**config.mk**
```make
export PLATFORM = sky130hd
export DESIGN_NAME = adcr_bank
export DESIGN_NICKNAME = d
export VERILOG_FILES = /design/src/hdl/adcr_bank.v /design/src/hdl/adcr_regmem.v
export VERILOG_INCLUDE_DIRS = /design/src /design/src/hdl
export SDC_FILE = /design/constraint.sdc
export NUM_CORES = 1
export LEC_CHECK = 0
export ABC_AREA = 1
export BUFFER_PORTS_ARGS = -buffer_cell sky130_fd_sc_hd__buf_2
export CAP_MARGIN = 20
export CELL_PAD_IN_SITES_DETAIL_PLACEMENT = 1
export CELL_PAD_IN_SITES_GLOBAL_PLACEMENT = 1
export CORE_MARGIN = 1.5
export CORE_UTILIZATION = 41
export DETAILED_ROUTE_END_ITERATION = 10
export GPL_TIMING_DRIVEN = 1
export MAX_ROUTING_LAYER = met4
export PLACE_DENSITY = 0.74
export REMOVE_ABC_BUFFERS = 1
export SLEW_MARGIN = 20
export SYNTH_ARGS = -nofsm -noshare
export SYNTH_HDL_FRONTEND = slang
export SYNTH_HIERARCHICAL = 1
export SYNTH_SLANG_ARGS = --single-unit
export TNS_END_PERCENT = 10
```
**constraint.sdc**
```tcl
create_clock -name sys_clk -period 1.9 [get_ports sys_clk]
set_input_delay 0.095 -clock sys_clk [delete_from_list [all_inputs] [get_ports sys_clk]]
set_output_delay 0.095 -clock sys_clk [all_outputs]
set_load 0.03 [all_outputs]
```
**src/hdl/adcr_defs.vh**
```
// Constants for the audio converter control register bank.
// Assumes inclusion by bare name from the design files under hdl/.
`ifndef ADCR_DEFS_VH
`define ADCR_DEFS_VH

// ============================================================
// Register addresses
// ============================================================
`define ADCR_ADDR_W          3
`define ADCR_DATA_W          16
`define ADCR_NUM_REGS        8
`define ADCR_A_IDENT         3'h0
`define ADCR_A_REV           3'h1
`define ADCR_A_PWR           3'h2
`define ADCR_A_FMT           3'h3
`define ADCR_A_MIX           3'h4
`define ADCR_A_MUTE          3'h5
`define ADCR_A_LVOL          3'h6
`define ADCR_A_RVOL          3'h7

// ============================================================
// Reset values and writable-bit masks
// ============================================================
`define ADCR_RST_PWR         16'h0000
`define ADCR_RST_FMT         16'h1812
`define ADCR_RST_MIX         16'h0000
`define ADCR_RST_MUTE        16'h0001
`define ADCR_RST_VOL         16'h0190
`define ADCR_RST_VOL_CODE    9'h190
`define ADCR_MSK_PWR         16'h0003
`define ADCR_MSK_FMT         16'h01FB
`define ADCR_MSK_MIX         16'h00FF
`define ADCR_MSK_MUTE        16'h001F
`define ADCR_MSK_VOL         16'h03FF
`define ADCR_MSK_REV         16'h0007

// ============================================================
// Field positions
// ============================================================
`define ADCR_F_PWR_HI        1
`define ADCR_F_DEEMP         8
`define ADCR_F_MASTER        7
`define ADCR_F_FRAME_INV     6
`define ADCR_F_BIT_INV       5
`define ADCR_F_WL_HI         4
`define ADCR_F_WL_LO         3
`define ADCR_F_FMT_HI        1
`define ADCR_F_MIX_HI        7
`define ADCR_F_MIX_LO        6
`define ADCR_F_BDIV_HI       5
`define ADCR_F_BDIV_LO       3
`define ADCR_F_RATIO_HI      2
`define ADCR_F_ZC            4
`define ADCR_F_RMUTE         3
`define ADCR_F_LMUTE         2
`define ADCR_F_UPRAMP        1
`define ADCR_F_DNRAMP        0
`define ADCR_F_VU            9
`define ADCR_F_VOL_HI        8

// ============================================================
// Encodings
// ============================================================
`define ADCR_FMT_DSP         2'h3
`define ADCR_VOL_MAX         9'h1BE

`endif

```
**src/hdl/adcr_bank.v**
```verilog
// Control register bank of a stereo audio converter.
// Assumes the serial control front end delivers decoded one-cycle
// read and write strobes with address and data, synchronous to sys_clk.
//
// Functional notes
// - Eight 16-bit registers at addresses zero to seven.
// - Any write to register zero resets everything.
// - Register zero reads a fixed identification code.
// - Register one reads fixed three-bit revision.
// - Two-bit power state field, reset off.
// - De-emphasis bit eight, reset clear.
// - Master select bit seven; bit-clock edge/invert.
// - Frame invert, or DSP variant select.
// - Word length field selects 16/20/24/32 bits.
// - Format field picks four framings, reset I2S.
// - Output mix field selects stereo/mono/average.
// - Update bit applies both stored volumes together.
// - Volume codes above maximum saturate at top.
`timescale 1ns/1ps
`include "adcr_defs.vh"

module adcr_bank #(
    parameter [15:0] DEVICE_IDENTIFIER = 16'h5A5A, // Arbitrary value.
    parameter [2:0]  SILICON_REVISION  = 3'h2      // Arbitrary value.
) (
    input  wire        sys_clk,
    input  wire        reset_n,
    input  wire        wr_stb,
    input  wire        rd_stb,
    input  wire [2:0]  reg_addr,
    input  wire [15:0] wr_data,
    output reg  [15:0] rd_data_r,
    output reg         rd_valid_r,
    output reg  [1:0]  power_state_select_r,
    output reg         deemphasis_on_r,
    output reg         port_master_select_r,
    output reg         frame_clock_invert_r,
    output reg         dsp_first_clock_r,
    output reg         bclk_sample_falling_r,
    output reg         bclk_out_invert_r,
    output reg  [5:0]  word_bits_r,
    output reg  [1:0]  port_format_select_r,
    output reg  [1:0]  output_mix_select_r,
    output reg  [2:0]  bclk_divider_r,
    output reg  [2:0]  clock_ratio_r,
    output reg         zero_cross_on_r,
    output reg         right_mute_r,
    output reg         left_mute_r,
    output reg         ramp_up_r,
    output reg         ramp_down_r,
    output reg  [8:0]  left_volume_code_r,
    output reg  [8:0]  right_volume_code_r,
    output reg         volume_apply_r
);

    // ============================================================
    // Defaults and write filtering
    // ============================================================
    wire [16*`ADCR_NUM_REGS-1:0] flat;       // Live register contents.
    wire [15:0]                  mem_rd;     // Registered array read.
    reg  [15:0]                  wmask;      // Writable bits per address.
    wire                         soft_rst;   // Write to register zero.
    wire                         wr_ok;      // Write that stores data.
    reg  [2:0]                   rd_addr_r;  // Address of pending read.

    // Identity and revision entries are held at zero; their read value
    // is generated, so the array never stores them.
    // The array also resets to this image, so a read straight after
    // reset_n already shows every documented default.
    localparam [16*`ADCR_NUM_REGS-1:0] DEFAULT_IMAGE = {
        `ADCR_RST_VOL, `ADCR_RST_VOL, `ADCR_RST_MUTE,
        `ADCR_RST_MIX, `ADCR_RST_FMT, `ADCR_RST_PWR,
        16'h0000, 16'h0000};

    // Any write to address zero is a soft reset, whatever the data.
    assign soft_rst = wr_stb && reg_addr == `ADCR_A_IDENT;

    // Revision writes are dropped; the identity address only resets.
    assign wr_ok = wr_stb && reg_addr != `ADCR_A_IDENT &&
                   reg_addr != `ADCR_A_REV;

    // Bits the map leaves undefined are masked off at write time, so
    // stray ones from a careless host never read back.
    always @* begin
        case (reg_addr)
            `ADCR_A_PWR:  wmask = `ADCR_MSK_PWR;
            `ADCR_A_FMT:  wmask = `ADCR_MSK_FMT;
            `ADCR_A_MIX:  wmask = `ADCR_MSK_MIX;
            `ADCR_A_MUTE: wmask = `ADCR_MSK_MUTE;
            `ADCR_A_LVOL: wmask = `ADCR_MSK_VOL;
            `ADCR_A_RVOL: wmask = `ADCR_MSK_VOL;
            default:      wmask = 16'h0000;
        endcase
    end

    // ============================================================
    // Storage array
    // ============================================================
    // The clear is applied in the strobe's own cycle, so the very next
    // access already sees defaults.
    adcr_regmem #(
        .AW (`ADCR_ADDR_W),
        .DW (`ADCR_DATA_W),
        .N  (`ADCR_NUM_REGS),
        .DEFAULTS (DEFAULT_IMAGE)
    ) u_mem (
        .sys_clk   (sys_clk),
        .reset_n   (reset_n),
        .clear     (soft_rst),
        .wr_en     (wr_ok),
        .wr_addr   (reg_addr),
        .wr_data   (wr_data & wmask),
        .rd_addr   (reg_addr),
        .rd_data_r (mem_rd),
        .flat      (flat)
    );

    // ============================================================
    // Read path
    // ============================================================
    // A read answers two cycles after its strobe: one for the array's
    // registered output and one for the output register.
    reg rd_pend_r;  // Read strobe delayed by one cycle.
    always @(posedge sys_clk or negedge reset_n) begin
        if (!reset_n) begin
            rd_pend_r  <= 1'b0;
            rd_addr_r  <= 3'h0;
            rd_valid_r <= 1'b0;
            rd_data_r  <= 16'h0000;
        end else begin
            rd_pend_r  <= rd_stb;
            rd_addr_r  <= reg_addr;
            rd_valid_r <= rd_pend_r;
            if (rd_pend_r) begin
                case (rd_addr_r)
                    `ADCR_A_IDENT: rd_data_r <= DEVICE_IDENTIFIER;
                    `ADCR_A_REV:   rd_data_r <= {13'h0000,
                                                 SILICON_REVISION};
                    default:       rd_data_r <= mem_rd;
                endcase
            end
        end
    end

    // ============================================================
    // Decoded control outputs
    // ============================================================
    // Decode straight from the array; it holds defaults from reset on,
    // so no separate power-on image is needed.
    wire [15:0] pwr  = flat[16*2 +: 16];
    wire [15:0] fmt  = flat[16*3 +: 16];
    wire [15:0] mix  = flat[16*4 +: 16];
    wire [15:0] mute = flat[16*5 +: 16];
    wire [15:0] lvol = flat[16*6 +: 16];
    wire [15:0] rvol = flat[16*7 +: 16];
    wire        dsp  = fmt[`ADCR_F_FMT_HI:0] == `ADCR_FMT_DSP;

    // Saturate a volume code at the top of the range.
    function [8:0] sat_vol;
        input [8:0] code;
        begin
            sat_vol = (code > `ADCR_VOL_MAX) ?
                      (`ADCR_VOL_MAX + 9'h001) : code;
        end
    endfunction

    // Update strobe from a volume write carrying the update bit.
    wire vol_wr = wr_ok && (reg_addr == `ADCR_A_LVOL ||
                  reg_addr == `ADCR_A_RVOL) && wr_data[`ADCR_F_VU];

    // Applied volumes move together only on an update or a soft reset; the
    // written value is taken from the bus since the array lags a cycle.
    reg [8:0] lv_apply;  // Left code that will be applied.
    reg [8:0] rv_apply;  // Right code that will be applied.
    always @* begin
        lv_apply = lvol[`ADCR_F_VOL_HI:0];
        rv_apply = rvol[`ADCR_F_VOL_HI:0];
        if (reg_addr == `ADCR_A_LVOL) begin
            lv_apply = wr_data[`ADCR_F_VOL_HI:0];
        end else begin
            rv_apply = wr_data[`ADCR_F_VOL_HI:0];
        end
    end

    // Registered decode of every control field.
    always @(posedge sys_clk or negedge reset_n) begin
        if (!reset_n) begin
            power_state_select_r  <= 2'h0;
            deemphasis_on_r       <= 1'b0;
            port_master_select_r  <= 1'b0;
            frame_clock_invert_r  <= 1'b0;
            dsp_first_clock_r     <= 1'b0;
            bclk_sample_falling_r <= 1'b0;
            bclk_out_invert_r     <= 1'b0;
            word_bits_r           <= 6'h18;
            port_format_select_r  <= 2'h2;
            output_mix_select_r   <= 2'h0;
            bclk_divider_r        <= 3'h0;
            clock_ratio_r         <= 3'h0;
            zero_cross_on_r       <= 1'b0;
            right_mute_r          <= 1'b0;
            left_mute_r           <= 1'b0;
            ramp_up_r             <= 1'b0;
            ramp_down_r           <= 1'b1;
            left_volume_code_r    <= `ADCR_RST_VOL_CODE;
            right_volume_code_r   <= `ADCR_RST_VOL_CODE;
            volume_apply_r        <= 1'b0;
        end else begin
            power_state_select_r  <= pwr[`ADCR_F_PWR_HI:0];
            deemphasis_on_r       <= fmt[`ADCR_F_DEEMP];
            port_master_select_r  <= fmt[`ADCR_F_MASTER];
            bclk_sample_falling_r <= ~fmt[`ADCR_F_MASTER] &
                                     fmt[`ADCR_F_BIT_INV];
            bclk_out_invert_r     <= fmt[`ADCR_F_MASTER] &
                                     fmt[`ADCR_F_BIT_INV];
            frame_clock_invert_r  <= ~dsp & fmt[`ADCR_F_FRAME_INV];
            dsp_first_clock_r     <= dsp & fmt[`ADCR_F_FRAME_INV];
            case (fmt[`ADCR_F_WL_HI:`ADCR_F_WL_LO])
                2'h0:    word_bits_r <= 6'h10;
                2'h1:    word_bits_r <= 6'h14;
                2'h2:    word_bits_r <= 6'h18;
                default: word_bits_r <= 6'h20;
            endcase
            port_format_select_r  <= fmt[`ADCR_F_FMT_HI:0];
            output_mix_select_r   <= mix[`ADCR_F_MIX_HI:`ADCR_F_MIX_LO];
            bclk_divider_r        <= mix[`ADCR_F_BDIV_HI:`ADCR_F_BDIV_LO];
            clock_ratio_r         <= mix[`ADCR_F_RATIO_HI:0];
            zero_cross_on_r       <= mute[`ADCR_F_ZC];
            right_mute_r          <= mute[`ADCR_F_RMUTE];
            left_mute_r           <= mute[`ADCR_F_LMUTE];
            ramp_up_r             <= mute[`ADCR_F_UPRAMP];
            ramp_down_r           <= mute[`ADCR_F_DNRAMP];
            volume_apply_r        <= vol_wr;
            if (soft_rst) begin
                left_volume_code_r  <= `ADCR_RST_VOL_CODE;
                right_volume_code_r <= `ADCR_RST_VOL_CODE;
            end else if (vol_wr) begin
                left_volume_code_r  <= sat_vol(lv_apply);
                right_volume_code_r <= sat_vol(rv_apply);
            end
        end
    end

endmodule // adcr_bank

```
**src/hdl/adcr_regmem.v**
```verilog
// Small register array of the control bank, with registered read data.
// Assumes one clock and an active-low asynchronous reset.
`timescale 1ns/1ps

// ============================================================
// Eight-entry storage with reset-to-default
// ============================================================
module adcr_regmem #(
    parameter AW = 3,
    parameter DW = 16,
    parameter N  = 8,
    parameter [N*DW-1:0] DEFAULTS = {N*DW{1'b0}}
) (
    input  wire                 sys_clk,
    input  wire                 reset_n,
    input  wire                 clear,
    input  wire                 wr_en,
    input  wire [AW-1:0]        wr_addr,
    input  wire [DW-1:0]        wr_data,
    input  wire [AW-1:0]        rd_addr,
    output reg  [DW-1:0]        rd_data_r,
    output wire [N*DW-1:0]      flat
);

    reg [DW-1:0] mem_r [0:N-1];     // Stored register words.

    genvar g;
    generate
        for (g = 0; g < N; g = g + 1) begin : g_ent
            // Each entry loads its default on reset or on the clear
            // strobe; clear wins over a write so that a soft reset
            // always leaves a clean bank.
            always @(posedge sys_clk or negedge reset_n) begin
                if (!reset_n) begin
                    mem_r[g] <= DEFAULTS[g*DW +: DW];
                end else if (clear) begin
                    mem_r[g] <= DEFAULTS[g*DW +: DW];
                end else if (wr_en && wr_addr == g) begin
                    mem_r[g] <= wr_data;
                end
            end
            assign flat[g*DW +: DW] = mem_r[g];
        end
    endgenerate

    // Read data comes out of a register, one cycle after the address.
    always @(posedge sys_clk or negedge reset_n) begin
        if (!reset_n) begin
            rd_data_r <= {DW{1'b0}};
        end else begin
            rd_data_r <= mem_r[rd_addr];
        end
    end

endmodule // adcr_regmem

```
==> impl_metrics.toml <==
[clock_network]
clk_pin_slew_ps = 60
clock_latency_ps = 520
numCtsBuffers = 24
clk_path_buf_depth = 3
cts_root_buf = "clkbuf_16"
clock-sinks = 211
cts-htree-levels = 1
cts_tree = "yes"

[synth]
ys_ff_latch = 211
synth_warnings = 6
synthTopCellsByArea = "dfrtp_1, nand2_1, inv_1"
postSynthCellCount = 1234
synth_top_area_share_pct = 49.0
yosysUniqueCellTypes = 31
synth_top_area_cell = "dfrtp_1"
synth_area_um2 = 9700
syn_area_per_cell_um2 = 7.86
synth_seq_area_share_pct = 54.7

[global_route]
antenna_found_initial = 0
grt_overflow_total = 0
grt_pass1_vias = 8742
grt_max_degree = 65
track_usage_pct = 25.4
grt_pass1_wl_um = 46900

[pwr]
power_frac_comb_pct = 19.3
p_sw_mw = 3.98
p_leak_nw = 6.07
cellPowerDensity_nw_per_um2 = 1150
p_clk_share_pct = 37.8
swShare_pct = 30.2
total_power_mw = 13.2
seqPwrFrac_pct = 42.9
p_int_mw = 9.20
vdd_drop_max_uv = 576

[hold_path]
min_path_type = "input pin to flop"
hp-start = "wr_stb"
holdPathStages = 4
hold_path_end = "right_volume_code_r[6]"

[cells_and_area]
drive_gt1_share_pct = 15.7
area_growth_syn_to_layout_pct = 18.1
fin_cells = 1670
layout_common_cells = "nand2_1, dfrtp_1, inv_1"
final_util_pct = 49.1
n_antenna_cell = 0
final_common_cell = "nand2_1"
final_area_um2 = 11500
final_nets = 1356

[setup_path]
crit_family = "flip-flops"
rr_worst_depth = 5
crit_fanout = 2
start_kind = "flop"
worstPathCellList = "buf_2"
worstPathRequired_ps = 1800
ff2ff_setup_slack_ps = 550
timing.rr.end = "rd_data_r[14]"
max_stage_delay_ps = 560
cp-end-kind = "output pin"
setup.worst_path.start = "left_volume_code_r[4]"
path_buf_inv = 1
slowest_stage = "dfstp_2"
regToRegStartpoint = "rd_addr_r[1]"
criticalPathCategory = "flop to output pin"
cp.arrival_ps = 1300

[detailed_routing]
dr.pass1.iters = 4
antenna_left = 0
drcViolationCount = 0
wl_per_cell_um = 17.3
drt_wl_total_um = 28800
vias = 8307
via_per_inst = 4.97
drt_iter0_drc = 349

[place]
pre_cts_ws_ps = 37.0
place_congestion = 0.821
place_hpwl_um = 18800
placed_area_um2 = 10600
dp.cells = 1623
portBuffers = 79

[timing]
holdWs_ps = 46.9
fin_ws_ps = 504
min_period_over_period_pct = 73.5
tns_ps = 0
hold_viol = 0
setup_viol = 0
period_minus_slack_ps = 1400
clock_skew_ps = 8.56
tightest_slew_ps = 633
rsz0062_at_grt = "false"
slew_viol_final = 0
fmax_ghz = 0.716
relSlewSlack_pct = 57.7

[floorplan]
rows = 56
top_level_ports = 88
core_area_um2 = 23300
die_h_um = 157
fp.dieW_um = 157
dieArea_um2 = 24600
initial_core_util_pct = 41.6

[status]
status = "finished clean"

[run]
drv_cap = 0
-- routing by layer --
metal / wire length, um / global-route usage [%]
met5: 0 / -
met3: 1400 / 3.77
met2: 13800 / 41.4
met4: 673 / 6.71
met1: 12900 / 33.0
-- synthesized netlist by cell type, drive strengths merged --
cell type and instances:
or2 1, conb 1, clkinv 1, nand3 74
buf 47, inv 193, o21a 1, o31ai 2
nor3 1, a21oi 16, clkbuf 13, nand2 465
o22ai 3, nor2 61, o21ai 136, dfstp 21
dfrtp 190, nand4 8
-- power groups by stage --
stage / clock network [mW] / logic (mW) / registers [mW]
after detailed placement: 0 / 2.53 / 5.73
after floorplan: 0 / 1.21 / 6.09
after global routing: 5.25 / 2.88 / 5.74
after global placement: 0 / 2.45 / 5.70
after CTS: 5.08 / 2.56 / 5.67
final: 4.98 / 2.54 / 5.65
-- worst max-delay path by stage --
stage,endpoint,slack (ps),cells past startpoint
2_1_floorplan,u_mem/flat[111],70,6
3_3_place_gp,left_volume_code_r[8],140,10
3_5_place_dp,left_volume_code_r[8],40,10
4_1_cts,left_volume_code_r[4],490,1
5_1_grt,left_volume_code_r[8],390,10
6_report,left_volume_code_r[4],500,1
-- state kept, by name, indices dropped and copies added, names as in the netlist, 2 cells and up --
register	cells
bclk_divider_r	3
clock_ratio_r	3
left_volume_code_r	9
output_mix_select_r	2
port_format_select_r	2
power_state_select_r	2
rd_addr_r	3
rd_data_r	16
right_volume_code_r	9
u_mem/flat	128
u_mem/rd_data_r	16
word_bits_r	4
-- area by class of cell --
cell class	instances	area [um^2]
Fill cell	2921	11900
Tap cell	319	399
Inverter	194	733
Clock inverter	11	158
Multi-Input combinational cell	778	3340
Sequential cell	211	5310
Timing Repair Buffer	124	826
Clock buffer	33	696
-- tightest hold or removal path, cell delays in order --
cell and delay, ps:
buf_2 120, nand2_2 70, buf_4 150, o31ai_1 80
-- kinds of logic (layout without fill, tap and decap cells) --
family,Yosys count,count (layout),share of synthesized area [%]
other cells,1,10,0.0387
flops,211,211,54.7
compound gates,158,158,8.39
buf+inv,254,362,11.2
simple gates,610,610,25.7
-- timing repair --
| action | 4_1_cts | 5_1_grt |
|---|---|---|
| resized for setup | 0 | 0 |
| buffers inserted | 0 | 0 |
| hold buffers | 3 | 0 |
| setup endpoints to repair | 0 | 0 |
| endpoints found under the hold margin | 197 | 0 |
(Power assumes the default switching activity.)
